==> src/hdl/crs_defines.svh <==
`ifndef CRS_DEFINES_SVH
`define CRS_DEFINES_SVH
// register map, byte address of the one register (word index 0xAF times four, so word aligned)
`define CRS_REF_CTRL_INDEX 8'hAF
`define CRS_REF_CTRL_ADDR 12'h2BC
`define CRS_REF_CTRL_RESET 8'h00
// field positions
`define CRS_A_NEG_LSB 0
`define CRS_A_CLK_LSB 2
`define CRS_B_NEG_LSB 4
`define CRS_B_CLK_LSB 6
// select codes
`define CRS_CLK_SYS 2'h0
`define CRS_CLK_T0 2'h1
`define CRS_CLK_T1 2'h2
`define CRS_CLK_T2 2'h3
`define CRS_NEG_PIN 2'h0
`define CRS_NEG_LOW 2'h1
`define CRS_NEG_NOM 2'h2
`define CRS_NEG_HIGH 2'h3
`define CRS_TIMER_DEBOUNCE 2'h2
// overflow bit that paces debounce sampling
`define CRS_DEBOUNCE_IDX 1
`endif

==> src/hdl/crs_pkg.sv <==
package crs_pkg;
	typedef logic [1:0] crs_clk_sel_t;
	typedef logic [1:0] crs_neg_sel_t;
endpackage : crs_pkg

==> src/hdl/crs_chan_if.sv <==
`timescale 1ns/100ps
`default_nettype none
interface crs_chan_if;
	crs_pkg::crs_clk_sel_t clk_sel;
	crs_pkg::crs_neg_sel_t neg_sel;
	logic debounce;
	logic [2:0] tmr_ovf;
	logic sample_tick;
	logic [3:0] neg_onehot;
	modport ctl (output clk_sel, output neg_sel, output debounce,
		output tmr_ovf, input sample_tick, input neg_onehot);
	modport sel (input clk_sel, input neg_sel, input debounce,
		input tmr_ovf, output sample_tick, output neg_onehot);
endinterface : crs_chan_if
`default_nettype wire

==> src/hdl/crs_chan_sel.sv <==
`timescale 1ns/100ps
`default_nettype none
`include "crs_defines.svh"
module crs_chan_sel (
	// clock and reset
	input wire logic pclk,
	input wire logic presetn,
	// channel settings and results
	crs_chan_if.sel ch
);
	logic tick_r;
	logic [3:0] neg_r;
	// debounce always samples on the timer 1 overflow
	always_ff @(posedge pclk or negedge presetn) begin
		if (!presetn) begin
			tick_r <= 1'b0;
		end else if (ch.debounce) begin
			tick_r <= ch.tmr_ovf[`CRS_DEBOUNCE_IDX]; // [RL1]
		end else begin
			case (ch.clk_sel) // [RL4] [RL5] [RL7]
				`CRS_CLK_SYS: tick_r <= 1'b1;
				`CRS_CLK_T0: tick_r <= ch.tmr_ovf[0];
				`CRS_CLK_T1: tick_r <= ch.tmr_ovf[1];
				`CRS_CLK_T2: tick_r <= ch.tmr_ovf[2];
				default: tick_r <= 1'b0;
			endcase
		end
	end
	// one-hot mux steering to the analog switch
	always_ff @(posedge pclk or negedge presetn) begin
		if (!presetn) begin
			neg_r <= 4'h1;
		end else begin
			neg_r <= 4'h1 << ch.neg_sel; // [RL6] [RL7]
		end
	end
	assign ch.sample_tick = tick_r;
	assign ch.neg_onehot = neg_r;
endmodule : crs_chan_sel
`default_nettype wire

==> src/hdl/crs_top.sv <==
// The APB interface to the registers is this design's own decision.
`timescale 1ns/100ps
`default_nettype none
`include "crs_defines.svh"
// Overview of operation
// (RL1) Debounced interrupt modes take their sampling tick from timer 1 overflow.
// (RL2) Software turns comparator B off before changing its negative input field.
// (RL3) Software turns comparator A off before changing its negative input field.
// (RL4) Comparator B has a two-bit clock select: system clock or timer 0/1/2 overflow.
// (RL5) Comparator A has the same two-bit clock select, code zero being system clock.
// (RL6) A two-bit field routes comparator B negative input to the pin or a reference.
// (RL7) Select codes run in binary order over the listed choices.
module crs_top (
	// apb
	input wire logic pclk,
	input wire logic presetn,
	input wire logic psel,
	input wire logic penable,
	input wire logic pwrite,
	input wire logic [11:0] paddr,
	input wire logic [31:0] pwdata,
	output logic [31:0] prdata,
	output logic pready,
	output logic pslverr,
	// comparator state from the rest of the device
	input wire logic cmp_a_on,
	input wire logic cmp_b_on,
	input wire logic cmp_a_debounce,
	input wire logic cmp_b_debounce,
	// timer overflow pulses 0..2
	input wire logic [2:0] tmr_ovf,
	// to the comparator cores
	output logic cmp_a_sample_tick,
	output logic cmp_b_sample_tick,
	output logic [3:0] cmp_a_neg_route,
	output logic [3:0] cmp_b_neg_route,
	output logic neg_change_while_on
);
	logic [7:0] ctrl_r;
	logic [31:0] prdata_r;
	logic pready_r;
	logic pslverr_r;
	logic viol_r;
	logic a_tick_r;
	logic b_tick_r;
	logic [3:0] a_route_r;
	logic [3:0] b_route_r;
	logic hit;
	logic wr;
	logic [7:0] wdata;
	assign hit = (paddr == `CRS_REF_CTRL_ADDR);
	// single-cycle access: pready rises the cycle after setup
	assign wr = psel && penable && pwrite && pready_r && hit;
	assign wdata = pwdata[7:0];
	crs_chan_if a_if ();
	crs_chan_if b_if ();
	assign a_if.clk_sel = ctrl_r[`CRS_A_CLK_LSB +: 2];
	assign a_if.neg_sel = ctrl_r[`CRS_A_NEG_LSB +: 2];
	assign a_if.debounce = cmp_a_debounce;
	assign a_if.tmr_ovf = tmr_ovf;
	assign b_if.clk_sel = ctrl_r[`CRS_B_CLK_LSB +: 2];
	assign b_if.neg_sel = ctrl_r[`CRS_B_NEG_LSB +: 2];
	assign b_if.debounce = cmp_b_debounce;
	assign b_if.tmr_ovf = tmr_ovf;
	crs_chan_sel u_a (.pclk(pclk), .presetn(presetn), .ch(a_if));
	crs_chan_sel u_b (.pclk(pclk), .presetn(presetn), .ch(b_if));
	// register write
	always_ff @(posedge pclk or negedge presetn) begin
		if (!presetn) begin
			ctrl_r <= `CRS_REF_CTRL_RESET;
		end else if (wr) begin
			ctrl_r <= wdata;
		end
	end
	// the write is still taken; a sticky flag tells software it erred
	always_ff @(posedge pclk or negedge presetn) begin
		if (!presetn) begin
			viol_r <= 1'b0;
		end else if (wr && ((cmp_a_on &&
				wdata[`CRS_A_NEG_LSB +: 2] != ctrl_r[`CRS_A_NEG_LSB +: 2]) ||
				(cmp_b_on &&
				wdata[`CRS_B_NEG_LSB +: 2] != ctrl_r[`CRS_B_NEG_LSB +: 2]))) begin
			viol_r <= 1'b1; // [RL2] [RL3]
		end else if (psel && penable && pready_r && !pwrite && hit) begin
			viol_r <= 1'b0;
		end
	end
	// apb handshake and read data
	always_ff @(posedge pclk or negedge presetn) begin
		if (!presetn) begin
			pready_r <= 1'b0;
			pslverr_r <= 1'b0;
			prdata_r <= 32'h0000_0000;
		end else begin
			pready_r <= psel && !penable;
			pslverr_r <= psel && !penable && !hit;
			if (psel && !penable && !pwrite && hit) begin
				prdata_r <= {24'h00_0000, ctrl_r};
			end else if (psel && !penable) begin
				prdata_r <= 32'h0000_0000;
			end
		end
	end
	// register the outputs of the selectors
	always_ff @(posedge pclk or negedge presetn) begin
		if (!presetn) begin
			a_tick_r <= 1'b0;
			b_tick_r <= 1'b0;
			a_route_r <= 4'h1;
			b_route_r <= 4'h1;
		end else begin
			a_tick_r <= a_if.sample_tick;
			b_tick_r <= b_if.sample_tick;
			a_route_r <= a_if.neg_onehot;
			b_route_r <= b_if.neg_onehot;
		end
	end
	assign prdata = prdata_r;
	assign pready = pready_r;
	assign pslverr = pslverr_r;
	assign neg_change_while_on = viol_r;
	assign cmp_a_sample_tick = a_tick_r;
	assign cmp_b_sample_tick = b_tick_r;
	assign cmp_a_neg_route = a_route_r;
	assign cmp_b_neg_route = b_route_r;
endmodule : crs_top
`default_nettype wire
==> config.mk <==
export PLATFORM = sky130hd
export DESIGN_NAME = crs_top
export DESIGN_NICKNAME = d
export VERILOG_FILES = /design/src/hdl/crs_pkg.sv /design/src/hdl/crs_chan_if.sv /design/src/hdl/crs_chan_sel.sv /design/src/hdl/crs_top.sv
export VERILOG_INCLUDE_DIRS = /design/src /design/src/hdl
export SDC_FILE = /design/constraint.sdc
export NUM_CORES = 1
export LEC_CHECK = 0
export BUFFER_PORTS_ARGS = -buffer_cell sky130_fd_sc_hd__clkbuf_2
export CAP_MARGIN = 20
export CORE_UTILIZATION = 37
export DETAILED_ROUTE_END_ITERATION = 10
export GPL_ROUTABILITY_DRIVEN = 0
export GPL_TIMING_DRIVEN = 0
export HOLD_SLACK_MARGIN = 0.03
export PLACE_DENSITY = 0.72
export SLEW_MARGIN = 10
export SYNTH_ARGS = -nofsm -noshare
export SYNTH_HDL_FRONTEND = slang
export SYNTH_SLANG_ARGS = --single-unit
==> constraint.sdc <==
create_clock -name pclk -period 1.2 [get_ports pclk]
set_input_delay 0.12 -clock pclk [delete_from_list [all_inputs] [get_ports pclk]]
set_output_delay 0.12 -clock pclk [all_outputs]
set_load 0.1 [all_outputs]
==> flow_metrics.tcl <==
set metrics [dict create \
    most-common-layout-cells "clkbuf_2, buf_4, conb_1" \
    min_period_ns 1.23 \
    hold_path_class "in2async" \
    viasPerCell 4.25 \
    clockRootBuffer "clkbuf_8" \
    dp_cells 244 \
    leakage_uw 0.00122 \
    grt_pass1_wl_mm 4.68 \
    worst-path-buf-inv 1 \
    routedWlPerCell_um 11.8 \
    synth_area_um2 1610 \
    postLayoutCoreUtil 0.561 \
    power.internal_uw 1850 \
    vias 1104 \
    cts_tree "yes" \
    seq_area_frac_synth 0.609 \
    antennaDiodeCount 0 \
    drt_iter0_drc 28 \
    final_cell_area_um2 2290 \
    io_pins 101 \
    fmax_ghz 0.810 \
    synth.distinct_cells 29 \
    ys_ff_latch 39 \
    cts_buffer_depth 2 \
    avgSynthCellArea_um2 13.5 \
    layout_commonest_cell "clkbuf_2" \
    slowest_delay_ns 0.43 \
    start_util 0.394 \
    cp_top_family "flip-flops" \
    core.rowCount 23 \
    drive_above_1_share 0.581 \
    drc 0 \
    ant_nets 0 \
    clock_latency_ns 0.29 \
    cap_violations 0 \
    final.fill_count 360 \
    dpl.hpwl_mm 2.07 \
    cts_made_buffers 5 \
    path_class "reg2reg" \
    reg2reg_slack_ns -0.03 \
    slowest_stage "dfrtp_4" \
    finalHoldViolCount 35 \
    die_area_um2 4620 \
    worst_slack_ns -0.0342 \
    worstSetupEndpointType "register" \
    wl_mm 3.08 \
    final_cells 260 \
    powerDensity_nw_per_um2 1200 \
    slew_headroom 0.372 \
    skew_ns 0.00321 \
    violations "negative hold slack, negative setup slack" \
    power_uw 2740 \
    nets 265 \
    combPwrFrac 0.211 \
    switching_share 0.326 \
    power_frac_seq 0.485 \
    start_kind "register" \
    pwr-share-clk 0.305 \
    period_share 1.03 \
    clk_pin_slew_ns 0.07 \
    setup_viol 9 \
    core_area_um2 4090 \
    cp.required_ns 1.37 \
    yosys_warnings 0 \
    synthCells 119 \
    grt_max_degree 40 \
    dr.pass1.iters 3 \
    grt-ovfl-total 0 \
    h-tree-depth 2 \
    die_w_um 68.0 \
    syn2layout_area_growth_pct 42.3 \
    final_max_slew_viol_count 0 \
    vdd_drop_max_uv 572 \
    place.port_buffers 52 \
    status "finished with violations" \
    dpl_cell_area_um2 2050 \
    crit_chain "nand3_4 -> nor3_4 -> buf_6 -> mux2_4" \
    grt_pass1_vias 1015 \
    antenna_found_initial 0 \
    cts.sinks 39 \
    arrival_ns 1.41 \
    dieHeight_um 68.0 \
    worstMarginPinSlew_ns 0.942 \
    worst_hold_slack_ns -0.0340 \
    grt_use_total 0.147 \
    rsz0062_at_grt "true" \
    power.switching_uw 894 \
    critical_path_peak_fanout 4 \
]
stage by stage:
| stage | TNS [ns] | setup WS [ns] | hold WS [ns] |
|---|---|---|---|
| global placement | -5.56 | -0.440 | 0.295 |
| finish | -0.251 | -0.0342 | -0.0340 |
| detailed placement | -5.91 | -0.448 | 0.305 |
| CTS | -0.109 | -0.0165 | -0.00697 |
| floorplan | -2.89 | -0.362 | -0.176 |
| global route | -0.752 | -0.116 | 0.0348 |
state kept, by name, indices dropped and copies added, names as in the netlist:
| name | count |
|---|---|
| neg_change_while_on | 1 |
| pslverr | 1 |
| ctrl_r | 8 |
| u_a.ch.neg_onehot | 4 |
| cmp_a_neg_route | 4 |
| u_b.ch.sample_tick | 1 |
| pready | 1 |
| u_a.ch.sample_tick | 1 |
| cmp_a_sample_tick | 1 |
| cmp_b_sample_tick | 1 |
| u_b.ch.neg_onehot | 4 |
| prdata | 8 |
| cmp_b_neg_route | 4 |
power groups by stage:
stage               sequential [uW]  combinational, uW  clock, uW
detailed placement             1360                569          0
floorplan                      1410                417          0
global placement               1350                567          0
finish                         1330                577        835
CTS                            1330                574        858
global route                   1330                602        924
worst register-to-register path, delay by kind of cell, from the launching register on:
family        cells  cell delay (ns)
flops             1             0.43
simple gates      2             0.24
buf+inv           1             0.15
mux               1             0.30
Yosys cell counts, drive strengths merged:
cell | count | area, um2
a21oi | 1 | 5.00
conb | 1 | 3.75
dfstp | 4 | 105
clkbuf | 1 | 3.75
and4bb | 1 | 12.5
nor3 | 2 | 26.3
dfrtp | 35 | 876
xor2 | 4 | 35.0
nand2b | 1 | 6.26
nor2 | 4 | 15.0
nand3 | 2 | 15.0
mux2 | 9 | 101
a2bb2oi | 1 | 8.76
a22o | 8 | 70.1
a31oi | 1 | 6.26
nand2 | 1 | 3.75
nor2b | 4 | 25.0
and2 | 2 | 12.5
inv | 4 | 15.0
a221oi | 1 | 8.76
and4b | 1 | 10.0
a211oi | 1 | 7.51
o32a | 1 | 10.0
o21ai | 3 | 15.0
nor4b | 2 | 32.5
buf | 24 | 180
timing repair:
item,4_1_cts,5_1_grt
pin swaps,2,3
resized for setup,29,14
setup buffers,5,3
endpoints found under the hold margin,35,0
setup endpoints to repair,23,26
final timing paths:
check / end / from / cells past startpoint
min in group pclk: u_a.ch.sample_tick / cmp_a_debounce / 2
worst max register to register: ctrl_r[0] / pready / 4
worst min-delay path: cmp_a_neg_route[3] / presetn / 1
worst max-delay path: ctrl_r[0] / pready / 4
max in group asynchronous: pready / presetn / 1
worst min register to register: cmp_b_neg_route[3] / u_b.ch.neg_onehot[3] / 0
area by class of cell:
| class | instances | area [um2] | area share |
|---|---|---|---|
| Clock inverter | 1 | 5.00 | 0.00218 |
| Sequential cell | 39 | 1000 | 0.436 |
| Multi-Input combinational cell | 74 | 566 | 0.247 |
| Inverter | 4 | 15.0 | 0.00655 |
| Tap cell | 50 | 62.6 | 0.0273 |
| Timing Repair Buffer | 60 | 384 | 0.168 |
| Clock buffer | 7 | 76.3 | 0.0333 |
| Buffer | 25 | 184 | 0.0802 |
layer usage:
layer  vias to the layer above  GRT usage  routed length (um)
li1                        539          -                   -
met1                       511      0.168                1260
met2                        49      0.235                1530
met3                         5     0.0617                 244
met4                         0     0.0703                  45
met5                         -          0                   0
cells by family after synthesis:
kind of cell,count (synthesis),share of synthesized area
buf+inv,29,0.124
xor+xnor,4,0.0218
mux,9,0.0629
simple gates,20,0.0987
compound gates,17,0.0816
other cells,1,0.00233
flops,39,0.609
Note: power is estimated with default switching activity, not from simulation.
